<file path="src/hdl/scwd_pkg.sv">
/*
 * Constants for the synthesizer control-word decoder: control codes, field positions and widths,
 * lock-detect counts and window times.
 * Assumes a 40 MHz system clock. Serial pins are treated as synchronous to it.
 */
package scwd_pkg;

    // ==========================================================================
    // word and control codes
    // ==========================================================================
    localparam int unsigned WORD_BITS   = 32;
    localparam logic [2:0]  CTL_INT_FRACTION_NUMERATOR = 3'h0;
    localparam logic [2:0]  CTL_PH_MOD   = 3'h1;
    localparam logic [2:0]  CTL_REF_LOOP = 3'h2;
    localparam logic [2:0]  CTL_CLK_DIV  = 3'h3;

    // ==========================================================================
    // integer / fraction word
    // ==========================================================================
    localparam int unsigned INT_LSB  = 15;
    localparam int unsigned INT_W    = 16;
    localparam int unsigned FRACTION_NUMERATOR_LSB = 3;
    localparam int unsigned FRACTION_NUMERATOR_W   = 12;

    // ==========================================================================
    // phase / prescaler / modulus word
    // ==========================================================================
    localparam int unsigned PH_ADJ_BIT = 28;
    localparam int unsigned PRESC_BIT  = 27;
    localparam int unsigned PHASE_LSB  = 15;
    localparam int unsigned PHASE_W    = 12;
    localparam int unsigned MOD_LSB    = 3;
    localparam int unsigned MOD_W      = 12;
    localparam int unsigned INT_MIN_45 = 23;
    localparam int unsigned INT_MIN_89 = 75;

    // ==========================================================================
    // reference and loop control word
    // ==========================================================================
    localparam int unsigned NOISE_LSB   = 29;
    localparam int unsigned MON_LSB     = 26;
    localparam int unsigned MON_W       = 3;
    localparam int unsigned DOUBLER_BIT = 25;
    localparam int unsigned HALVER_BIT  = 24;
    localparam int unsigned RCNT_LSB    = 14;
    localparam int unsigned RCNT_W      = 10;
    localparam int unsigned CP_LSB      = 9;
    localparam int unsigned CP_W        = 4;
    localparam int unsigned LDF_BIT     = 8;
    localparam int unsigned LDP_BIT     = 7;
    localparam int unsigned POL_BIT     = 6;
    localparam int unsigned PDN_BIT     = 5;
    localparam int unsigned CP3S_BIT    = 4;
    localparam int unsigned CRST_BIT    = 3;
    localparam logic [1:0]  NOISE_LOW_NOISE = 2'h0;
    localparam logic [1:0]  NOISE_LOW_SPUR  = 2'h3;

    // ==========================================================================
    // clock divider word
    // ==========================================================================
    localparam int unsigned ABP_BIT    = 22;
    localparam int unsigned CDM_LSB    = 15;
    localparam logic [1:0]  CDM_OFF    = 2'h0;
    localparam logic [1:0]  CDM_FAST   = 2'h1;
    localparam logic [1:0]  CDM_RESYNC = 2'h2;

    // ==========================================================================
    // lock detect
    // ==========================================================================
    localparam int unsigned LD_COUNT_FRACTION_NUMERATOR = 40;
    localparam int unsigned LD_COUNT_INT  = 5;
    localparam int unsigned LD_WIN_WIDE_NS   = 10;
    localparam int unsigned LD_WIN_NARROW_NS = 6;
    localparam int unsigned ABP_LONG_NS  = 6;
    localparam int unsigned ABP_SHORT_NS = 3;
    localparam int unsigned CLK_PERIOD_PS = 25000;
    // each window rounds down, at least one cycle
    localparam int unsigned LD_WIN_WIDE_CYC   = (LD_WIN_WIDE_NS * 1000 / CLK_PERIOD_PS) < 1 ? 1 :
                                                (LD_WIN_WIDE_NS * 1000 / CLK_PERIOD_PS);
    localparam int unsigned LD_WIN_NARROW_CYC = (LD_WIN_NARROW_NS * 1000 / CLK_PERIOD_PS) < 1 ? 1 :
                                                (LD_WIN_NARROW_NS * 1000 / CLK_PERIOD_PS);

endpackage : scwd_pkg

</file>
<file path="src/hdl/scwd_ref_counter.sv">
/*
 * Reference path divider: divides the reference edge pulses by a programmable count and
 * optionally halves the result through a toggle stage.
 * Assumes ref_edge is a single-cycle pulse per active reference edge.
 */
`timescale 1ns/1ps

module scwd_ref_counter #(
    parameter int unsigned CNT_W = 10
) (
    input  wire logic             clk,
    input  wire logic             rst_n,
    input  wire logic             hold,
    input  wire logic [CNT_W-1:0] divide,
    input  wire logic             halve,
    input  wire logic             ref_edge,
    output logic                  pfd_tick
);

    initial
    begin
        if (CNT_W < 1 || CNT_W > 16)
            $error("scwd_ref_counter: CNT_W out of range");
    end

    logic [CNT_W-1:0] count;
    logic             toggle;
    logic             wrap;
    logic [CNT_W-1:0] div_eff;

    // divide value zero is not legal; serve it as one
    assign div_eff = (divide == '0) ? CNT_W'(1) : divide;
    assign wrap    = ref_edge && (count >= div_eff - CNT_W'(1));

    // ==========================================================================
    // counter
    // ==========================================================================
    always_ff @(posedge clk or negedge rst_n)
    begin
        if (!rst_n)
            count <= '0;
        else if (hold)
            count <= '0;
        else if (wrap)
            count <= '0;
        else if (ref_edge)
            count <= count + CNT_W'(1);
    end

    always_ff @(posedge clk or negedge rst_n)
    begin
        if (!rst_n)
            toggle <= 1'b0;
        else if (hold)
            toggle <= 1'b0;
        else if (wrap)
            toggle <= ~toggle;
    end

    always_ff @(posedge clk or negedge rst_n)
    begin
        if (!rst_n)
            pfd_tick <= 1'b0;
        else
            pfd_tick <= wrap && !hold && (!halve || toggle);
    end

endmodule : scwd_ref_counter

</file>
<file path="src/hdl/scwd_top.sv">
/*
 * Control-word decoder for a fractional-N synthesizer: three-wire serial load, word routing,
 * double-buffered fields, reference path, lock detect and power-down effects.
 * Assumes serial pins and reference are synchronous to clk; analog parts sit outside.
 */
`timescale 1ns/1ps

module scwd_top #(
    parameter int unsigned RCNT_W = scwd_pkg::RCNT_W
) (
    input  wire logic        clk,
    input  wire logic        nrst,
    input  wire logic        ser_clk,
    input  wire logic        ser_data,
    input  wire logic        ser_le,
    input  wire logic        reference_input_pin,
    input  wire logic        pfd_phase_err_valid,
    input  wire logic [7:0]  pfd_phase_err_cyc,
    output logic [15:0]      integer_value,
    output logic [11:0]      fraction_numerator,
    output logic [11:0]      fraction_denominator,
    output logic [11:0]      phase_value,
    output logic             prescaler_select,
    output logic             phase_adjust,
    output logic             resync_request,
    output logic             dither_enable,
    output logic [1:0]       noise_mode,
    output logic [2:0]       monitor_output_select,
    output logic             reference_halver,
    output logic             doubler_enable,
    output logic [3:0]       cp_current,
    output logic             lock_detect_function,
    output logic             lock_detect_precision,
    output logic             pd_polarity,
    output logic             software_power_down,
    output logic             cp_tristate,
    output logic             counters_hold,
    output logic             rf_out_enable,
    output logic             pfd_tick,
    output logic [1:0]       clkdiv_mode,
    output logic             abp_short,
    output logic             digital_lock
);

    initial
    begin
        if (RCNT_W != scwd_pkg::RCNT_W)
            $error("scwd_top: RCNT_W must match the word field width");
    end

    // ==========================================================================
    // reset release
    // ==========================================================================
    logic [1:0] rst_sync;
    logic       rst_n;

    always_ff @(posedge clk or negedge nrst)
    begin
        if (!nrst)
            rst_sync <= 2'h0;
        else
            rst_sync <= {rst_sync[0], 1'b1};
    end
    assign rst_n = rst_sync[1];

    // ==========================================================================
    // serial shift and load strobe
    // ==========================================================================
    logic [31:0] shift_reg;
    logic        ser_clk_q;
    logic        ser_le_q;
    logic        load_pulse;

    always_ff @(posedge clk or negedge rst_n)
    begin
        if (!rst_n)
        begin
            ser_clk_q <= 1'b0;
            ser_le_q  <= 1'b0;
        end
        else
        begin
            ser_clk_q <= ser_clk;
            ser_le_q  <= ser_le;
        end
    end

    // serial path stays live in power-down so a wake-up word can arrive
    always_ff @(posedge clk or negedge rst_n)
    begin
        if (!rst_n)
            shift_reg <= 32'h0;
        else if (ser_clk && !ser_clk_q)
            shift_reg <= {shift_reg[30:0], ser_data};
    end

    assign load_pulse = ser_le && !ser_le_q;

    logic wr_int_fraction_numerator;
    logic wr_ph_mod;
    logic wr_ref_loop;
    logic wr_clk_div;

    // other control codes belong to other blocks and match nothing here
    assign wr_int_fraction_numerator = load_pulse && (shift_reg[2:0] == scwd_pkg::CTL_INT_FRACTION_NUMERATOR);
    assign wr_ph_mod   = load_pulse && (shift_reg[2:0] == scwd_pkg::CTL_PH_MOD);
    assign wr_ref_loop = load_pulse && (shift_reg[2:0] == scwd_pkg::CTL_REF_LOOP);
    assign wr_clk_div  = load_pulse && (shift_reg[2:0] == scwd_pkg::CTL_CLK_DIV);

    // ==========================================================================
    // shadow fields waiting for the integer/fraction write, and immediate prescaler/phase adjust bits
    // ==========================================================================
    logic [11:0]       sh_phase;
    logic [11:0]       sh_mod;
    logic [RCNT_W-1:0] sh_rcnt;
    logic              sh_doubler;
    logic              sh_halver;
    logic [3:0]        sh_cp;

    always_ff @(posedge clk or negedge rst_n)
    begin
        if (!rst_n)
        begin
            sh_phase <= 12'h0;
            sh_mod   <= 12'h0;
        end
        else if (wr_ph_mod)
        begin
            sh_phase <= shift_reg[scwd_pkg::PHASE_LSB +: scwd_pkg::PHASE_W];
            sh_mod   <= shift_reg[scwd_pkg::MOD_LSB +: scwd_pkg::MOD_W];
        end
    end

    always_ff @(posedge clk or negedge rst_n)
    begin
        if (!rst_n)
        begin
            prescaler_select <= 1'b0;
            phase_adjust     <= 1'b0;
        end
        else if (wr_ph_mod)
        begin
            prescaler_select <= shift_reg[scwd_pkg::PRESC_BIT];
            phase_adjust     <= shift_reg[scwd_pkg::PH_ADJ_BIT];
        end
    end

    always_ff @(posedge clk or negedge rst_n)
    begin
        if (!rst_n)
        begin
            sh_rcnt    <= '0;
            sh_doubler <= 1'b0;
            sh_halver  <= 1'b0;
            sh_cp      <= 4'h0;
        end
        else if (wr_ref_loop)
        begin
            sh_rcnt    <= shift_reg[scwd_pkg::RCNT_LSB +: RCNT_W];
            sh_doubler <= shift_reg[scwd_pkg::DOUBLER_BIT];
            sh_halver  <= shift_reg[scwd_pkg::HALVER_BIT];
            sh_cp      <= shift_reg[scwd_pkg::CP_LSB +: scwd_pkg::CP_W];
        end
    end

    // ==========================================================================
    // immediate reference/loop fields
    // ==========================================================================
    always_ff @(posedge clk or negedge rst_n)
    begin
        if (!rst_n)
        begin
            noise_mode            <= 2'h0;
            monitor_output_select <= 3'h0;
            lock_detect_function  <= 1'b0;
            lock_detect_precision <= 1'b0;
            pd_polarity           <= 1'b0;
            software_power_down   <= 1'b0;
            cp_tristate           <= 1'b0;
            counters_hold         <= 1'b0;
        end
        else if (wr_ref_loop)
        begin
            noise_mode            <= shift_reg[scwd_pkg::NOISE_LSB +: 2];
            monitor_output_select <= shift_reg[scwd_pkg::MON_LSB +: scwd_pkg::MON_W];
            lock_detect_function  <= shift_reg[scwd_pkg::LDF_BIT];
            lock_detect_precision <= shift_reg[scwd_pkg::LDP_BIT];
            pd_polarity           <= shift_reg[scwd_pkg::POL_BIT];
            software_power_down   <= shift_reg[scwd_pkg::PDN_BIT];
            cp_tristate           <= shift_reg[scwd_pkg::CP3S_BIT];
            counters_hold         <= shift_reg[scwd_pkg::CRST_BIT];
        end
    end

    assign dither_enable = (noise_mode == scwd_pkg::NOISE_LOW_SPUR);
    assign rf_out_enable = !software_power_down;

    // ==========================================================================
    // clock divider word
    // ==========================================================================
    always_ff @(posedge clk or negedge rst_n)
    begin
        if (!rst_n)
        begin
            clkdiv_mode <= scwd_pkg::CDM_OFF;
            abp_short   <= 1'b0;
        end
        else if (wr_clk_div)
        begin
            clkdiv_mode <= shift_reg[scwd_pkg::CDM_LSB +: 2];
            abp_short   <= shift_reg[scwd_pkg::ABP_BIT];
        end
    end

    // ==========================================================================
    // integer/fraction write: live fields and buffered transfer
    // ==========================================================================
    always_ff @(posedge clk or negedge rst_n)
    begin
        if (!rst_n)
        begin
            integer_value        <= 16'h0;
            fraction_numerator   <= 12'h0;
            fraction_denominator <= 12'h0;
            phase_value          <= 12'h0;
            reference_halver     <= 1'b0;
            doubler_enable       <= 1'b0;
            cp_current           <= 4'h0;
        end
        else if (wr_int_fraction_numerator)
        begin
            integer_value        <= shift_reg[scwd_pkg::INT_LSB +: scwd_pkg::INT_W];
            fraction_numerator   <= shift_reg[scwd_pkg::FRACTION_NUMERATOR_LSB +: scwd_pkg::FRACTION_NUMERATOR_W];
            fraction_denominator <= sh_mod;
            phase_value          <= sh_phase;
            reference_halver     <= sh_halver;
            doubler_enable       <= sh_doubler;
            cp_current           <= sh_cp;
        end
    end

    logic [RCNT_W-1:0] rcnt_live;

    always_ff @(posedge clk or negedge rst_n)
    begin
        if (!rst_n)
            rcnt_live <= '0;
        else if (wr_int_fraction_numerator)
            rcnt_live <= sh_rcnt;
    end

    always_ff @(posedge clk or negedge rst_n)
    begin
        if (!rst_n)
            resync_request <= 1'b0;
        else
            resync_request <= wr_int_fraction_numerator && !phase_adjust &&
                              (clkdiv_mode == scwd_pkg::CDM_RESYNC);
    end

    // ==========================================================================
    // reference edge selection and counter
    // ==========================================================================
    logic ref_q;
    logic ref_edge;

    always_ff @(posedge clk or negedge rst_n)
    begin
        if (!rst_n)
            ref_q <= 1'b0;
        else
            ref_q <= reference_input_pin;
    end

    assign ref_edge = doubler_enable ? (ref_q != reference_input_pin)
                                     : (ref_q && !reference_input_pin);

    scwd_ref_counter #(
        .CNT_W    (RCNT_W)
    ) u_ref_counter (
        .clk      (clk),
        .rst_n    (rst_n),
        .hold     (counters_hold || software_power_down),
        .divide   (rcnt_live),
        .halve    (reference_halver),
        .ref_edge (ref_edge),
        .pfd_tick (pfd_tick)
    );

    // ==========================================================================
    // digital lock detect
    // ==========================================================================
    logic [5:0] ld_count;
    logic [7:0] ld_window;
    logic [5:0] ld_target;
    logic       ld_in_win;

    assign ld_window = lock_detect_precision ? 8'(scwd_pkg::LD_WIN_NARROW_CYC)
                                             : 8'(scwd_pkg::LD_WIN_WIDE_CYC);
    assign ld_target = lock_detect_function ? 6'(scwd_pkg::LD_COUNT_INT)
                                            : 6'(scwd_pkg::LD_COUNT_FRACTION_NUMERATOR);
    // a 40 MHz clock cannot resolve 10 ns; both windows collapse to one cycle
    assign ld_in_win = pfd_phase_err_cyc < ld_window;

    always_ff @(posedge clk or negedge rst_n)
    begin
        if (!rst_n)
            ld_count <= 6'h0;
        else if (software_power_down || counters_hold)
            ld_count <= 6'h0;
        else if (pfd_phase_err_valid)
        begin
            if (!ld_in_win)
                ld_count <= 6'h0;
            else if (ld_count < ld_target)
                ld_count <= ld_count + 6'h1;
        end
    end

    always_ff @(posedge clk or negedge rst_n)
    begin
        if (!rst_n)
            digital_lock <= 1'b0;
        else
            digital_lock <= !software_power_down && (ld_count >= ld_target);
    end

endmodule : scwd_top

</file>
<file path="config.mk">
export PLATFORM = sky130hd
export DESIGN_NAME = scwd_top
export DESIGN_NICKNAME = d
export VERILOG_FILES = /design/src/hdl/scwd_pkg.sv /design/src/hdl/scwd_ref_counter.sv /design/src/hdl/scwd_top.sv
export SDC_FILE = /design/constraint.sdc
export NUM_CORES = 1
export LEC_CHECK = 0
export ABC_CLOCK_PERIOD_IN_PS = 8000
export BUFFER_PORTS_ARGS = -buffer_cell sky130_fd_sc_hd__buf_2
export CORE_ASPECT_RATIO = 0.9
export CORE_MARGIN = 4
export CORE_UTILIZATION = 60
export CTS_BUF_LIST = sky130_fd_sc_hd__clkbuf_8
export CTS_CLUSTER_DIAMETER = 40
export CTS_CLUSTER_SIZE = 10
export DETAILED_ROUTE_END_ITERATION = 8
export GPL_TIMING_DRIVEN = 0
export PLACE_DENSITY = 0.82
export SLEW_MARGIN = 20
export SYNTH_ARGS = -nofsm -noshare
export SYNTH_HDL_FRONTEND = slang
export SYNTH_HIERARCHICAL = 1
export SYNTH_SLANG_ARGS = --single-unit
</file>
<file path="constraint.sdc">
create_clock -name clk -period 8 [get_ports clk]
set_clock_uncertainty 0.05 [all_clocks]
set_input_delay 1.2 -clock clk [delete_from_list [all_inputs] [get_ports clk]]
set_output_delay 1.2 -clock clk [all_outputs]
set_load 0.1 [all_outputs]
</file>
* Yosys cells after proc, flatten, opt, wreduce, memory -nomap -nowiden
Cells that the tools add are included.
** Word-level totals
- Register bits after elaboration :: 180
- Word-level logic and storage cells :: 92
- Output and inout port bits :: 79
- Input bits :: 15
** Cells by class
- Reduce and logical (&&, ||, !) cells :: 28
- Equal/unequal tests :: 7
- Add/sub/neg operators :: 3
- Order comparisons :: 4
- Muxes and demuxes :: 12
- Bitwise gates (word level) :: 1
** Operators with widths (number)
- 10-bit 2-to-1 mux :: 4
- 6-bit 2-to-1 mux :: 5
- 1-bit logical AND :: 13
- 10-bit by 1-bit adder with 10-bit output, second input constant :: 1
- 10-bit >= comparator :: 1
- 10-bit logical NOT :: 1
- 10-bit by 1-bit subtractor with 10-bit output, second input constant :: 1
- 8-bit by 1-bit < comparator with 1-bit output, second input constant :: 1
- 1-bit logical NOT :: 7
- 6-bit by 1-bit adder with 6-bit output, second input constant :: 1
- 3-bit by 2-bit equality test with 1-bit output, second input constant :: 2
- 6-bit >= comparator :: 1
- 6-bit < comparator :: 1
- 2-bit equality test, second input constant :: 2
- 2-bit nonzero test :: 2
- 3-bit by 1-bit equality test with 1-bit output, second input constant :: 1
- 3-bit logical NOT :: 1
- 1-bit 2-to-1 mux :: 3
- 3-bit by 1-bit inequality test with 1-bit output, second input constant :: 1
- 3-bit nonzero test :: 1
- 1-bit logical OR :: 2
- 2-bit AND reduction :: 1
- 1-bit inequality test :: 1
- 1-bit NOT :: 1

* Longest topological paths before layout
- Word-level depth :: 7
- Depth in mapped cells :: 13
- Depth with buffers taken out :: 13

* Cells and area by module
Netlist, hierarchy kept.
** By module, submodules not included
- scwd_top :: cells an instance 403, area an instance 6480.0 µm², sequential area each 4204.0 µm², instances 1
- scwd_ref_counter :: cells an instance 107, area an instance 1004.7 µm², sequential area each 300.3 µm², instances 1

* Worst setup path after synthesis
Ideal clock, no wire load.
- Kind :: register to output
- From :: reg noise_mode[1]
- To :: out dither_enable
- Stages on the path, launching flop included :: 2
- Path buffers :: 0
- Arrival time :: 1.778 ns
- Slack :: 4.972 ns
- Required time :: 6.750 ns
- Cell sequence :: dfrtp_1 > and2_1
** Between the ends
- Longest elaborated chain between the ends :: 1
** Ends and longest elaborated chain
- from (decl) :: line scwd_top.sv:27 : output logic [1:0] noise_mode,
- from (signal assigned) :: line scwd_top.sv:184 : noise_mode <= shift_reg[scwd_pkg::NOISE_LSB +: 2];
- 2-bit equality test :: line scwd_top.sv:195 : assign dither_enable = (noise_mode == scwd_pkg::NOISE_LOW_SPUR);
- to (decl) :: line scwd_top.sv:26 : output logic dither_enable,
No other way between the ends.

* Worst setup path after layout
- From :: reg rcnt_live[4]
- To :: reg u_ref_counter.count[4]
** Between the ends
- Longest elaborated chain between the ends :: 7
- Elaborated cells on any way between the ends :: 8
- Classes of those cells :: add/sub (1); order compare (1); mux (3); reduce/logical (3)
** Ends and longest elaborated chain
- from (decl) :: line scwd_top.sv:242 : logic [RCNT_W-1:0] rcnt_live;
- from (signal assigned) :: line scwd_top.sv:249 : rcnt_live <= sh_rcnt;
- 10-bit logical NOT :: line scwd_ref_counter.sv:32 : assign div_eff = (divide == '0) ? CNT_W'(1) : divide;
- 10-bit 2-to-1 mux (*) :: line scwd_ref_counter.sv:32
- 10-bit by 1-bit subtractor with 10-bit output (*) :: line scwd_ref_counter.sv:33 : assign wrap = ref_edge && (count >= div_eff - CNT_W'(1));
- 10-bit >= comparator (*) :: line scwd_ref_counter.sv:33
- 1-bit logical AND (*) :: line scwd_ref_counter.sv:33
- 10-bit 2-to-1 mux :: line scwd_ref_counter.sv:44 : else if (wrap)
- 10-bit 2-to-1 mux :: line scwd_ref_counter.sv:42 : else if (hold)
- to (signal assigned) :: line scwd_ref_counter.sv:47 : count <= count + CNT_W'(1);
- to (decl) :: line scwd_ref_counter.sv:26 : logic [CNT_W-1:0] count;
Every way passes the cells marked *; elsewhere a longest branch is shown, timed or not.
A chain may end at the register's enable or synchronous reset.

==> impl_metrics.json <==
{
  "status": "finished, final reports clean",
  "worst_pin_slew_ns": 0.6174,
  "insertion_delay_ns": 0.46,
  "drc": 0,
  "cp_top_family": "compound AO/OA/AOI/OAI gates",
  "multi_input_comb_area_mm2": 0.002819,
  "cp_slowest_cell": "o21ai_1",
  "clk_pin_slew_ns": 0.09,
  "yosysTopAreaCell": "dfrtp_1",
  "grt_pass1_vias": 4893,
  "synth_nets": 543,
  "yosys_warnings": 6,
  "yosys.area_share.adder_pct": 3.009,
  "via_per_inst": 5.718,
  "dpl_cell_area_mm2": 0.008222,
  "hold_viol": 0,
  "wl_per_cell_um": 18.84,
  "synthSimpleGateAreaFrac_pct": 5.884,
  "ys_ff_latch": 180,
  "final_max_slew_viol_count": 0,
  "p_total_uw": 2600,
  "fp.dieH_um": 114.0,
  "first_iter_violations": 226,
  "cts_resized": 0,
  "synth.cell_area_mm2": 0.007485,
  "worstPathCellList": "or3_4, nor4_4, a31oi_1, ha_1, nand2_1, nor3_1, xnor2_1, ha_1, nand2_1, o21ai_1, a21o_1, a31o_2, nor2_1",
  "grt_overflow": 0,
  "htreeDepth": 4,
  "largest_reg_flops": 31,
  "dpl.hpwl_um": 10720,
  "async_flop_share_pct": 100.0,
  "yosysSeqAreaShare_pct": 60.18,
  "synth.avg_cell_area_um2": 14.68,
  "cts_root_buf": "clkbuf_8",
  "slew_headroom_pct": 58.84,
  "core_mm2": 0.01212,
  "num_antenna_cells": 0,
  "hold_class": "reg2async",
  "nets": 658,
  "ant_nets": 0,
  "leakagePower_uw": 0.004531,
  "whs_ns": 0.2991,
  "synth_compound_area_share_pct": 3.761,
  "synth_common_cells": "180 x dfrtp_1, 119 x mux2_2, 35 x mux2_1",
  "cp.arrival_ns": 3.58,
  "io_pins": 94,
  "crit_required_ns": 8.29,
  "initial_utilization_pct": 61.73,
  "muxShareOfSynthArea_pct": 23.44,
  "port_buffers": 93,
  "antenna_found_initial": 0,
  "synth_edf_count": 0,
  "crit_type": "reg2reg",
  "cts_hold_buf": 0,
  "powerDensity_mw_per_mm2": 300.8,
  "postLayoutCellArea_mm2": 0.008643,
  "drv_cap": 0,
  "dieArea_mm2": 0.01433,
  "dr_total_vias": 4557,
  "cts_tree": "done",
  "drive_above_1_share_pct": 42.70,
  "setup_violations": 0,
  "max-vdd-ir-drop_uv": 280.4,
  "yosysMostFrequentCell": "dfrtp_1",
  "gp_congestion": 0.8043,
  "cts_buffers": 17,
  "numClockSinks": 180,
  "regArea_mm2": 0.004508,
  "fp-row-count": 38,
  "post_cts_buffers": 0,
  "synthToLayoutAreaGrowth_pct": 15.48,
  "slowest_delay_ns": 0.48,
  "synth_top_family_by_area": "multiplexers",
  "drt-total-wl_um": 15020,
  "fill_cells": 833,
  "synth_xor_area_share_pct": 1.521,
  "fin_util_pct": 71.29,
  "max_clock_freq_ghz": 0.3038,
  "synth-main-ff-cell": "dfrtp_1",
  "cp.buffers_inverters": 0,
  "cts_buffer_depth": 2,
  "finalCriticalPeriod_ns": 3.291,
  "grt.total_usage_pct": 22.65,
  "die_w_um": 125.7,
  "grt_pass1_wl_um": 25440,
  "synth_cell_types": 57,
  "drt_pass1_iterations": 4,
  "synth_area_leaders": "dfrtp_1 60%, mux2_2 18%, mux2_1 5.3%, ha_1 3.0%, xor2_1 0.94%",
  "grt_max_degree": 57,
  "synthCells": 510,
  "finalSetupTns_ns": 0,
  "min_period_over_period_pct": 41.14,
  "rsz0062_at_grt": "no",
  "path_max_fanout": 8,
  "end_kind": "flip-flop",
  "critPathLaunchType": "flip-flop",
  "synthDominantCellAreaShare_pct": 60.18
}
==> final timing paths <==
kind | startpoint | endpoint | slack, ns | depth (start not counted)
min reg2reg | rst_sync[1] | fraction_denominator[2] | 0.30 | 0
max in group asynchronous | rst_sync[1] | phase_value[8] | 6.67 | 2
min in group clk | rst_sync[0] | rst_sync[1] | 0.31 | 0
min | rst_sync[1] | fraction_denominator[2] | 0.30 | 0
max | rcnt_live[4] | u_ref_counter/count[4] | 4.71 | 13
max reg2reg | rcnt_live[4] | u_ref_counter/count[4] | 4.71 | 13
==> routing by layer <==
layer	vias up	part of all wire [%]	global-route usage, %
li1	2056	-	-
met1	2369	43	29.65
met2	112	51	37.13
met3	20	4.4	6.414
met4	0	1.8	7.434
met5	-	0	0
==> layout by cell type, fill, tap and decap left out, drive strengths merged, types with 4 or more instances in the layout <==
cell,count
clkbuf,27
ha,18
xnor2,5
nand2b,5
xor2,8
nand3,5
inv,15
nand4,4
a21o,4
nor4,5
a21oi,9
dfrtp,180
buf,109
o21ai,7
nand2,12
or3,4
mux2,154
nor3,8
nor2,15
==> area by class of cell <==
cell class,instances,area share (%)
buffer,18,1.390
clock buffer,22,3.503
clock inverter,9,1.375
inverter,11,0.4777
multi-input combinational,301,32.61
sequential,180,52.16
tap,160,2.316
timing repair buffer,96,6.167
==> logic make-up (layout without fill, tap and decap cells) <==
kind of cell	after synthesis	count (layout)
flip-flops	180	180
multiplexers	156	156
AND/OR/NAND/NOR	73	73
AO/OA/AOI/OAI	40	40
buffers and inverters	29	156
adder cells (fa/ha/maj)	18	18
XOR/XNOR	13	13
other	1	1
==> through the flow <==
stage          setup WS [ns]  instances
2_1_floorplan          2.563        510
3_3_place_gp           1.017        763
3_5_place_dp           4.718        766
4_1_cts                4.720        797
5_1_grt                4.453        797
6_report               4.709        797
==> report_power, final <==
group | internal (uW) | total, uW | switching, uW
clock | 322 | 640 | 318
sequential | 1040 | 1160 | 115
combinational | 183 | 802 | 619
Power figures use the tool's default switching activity.
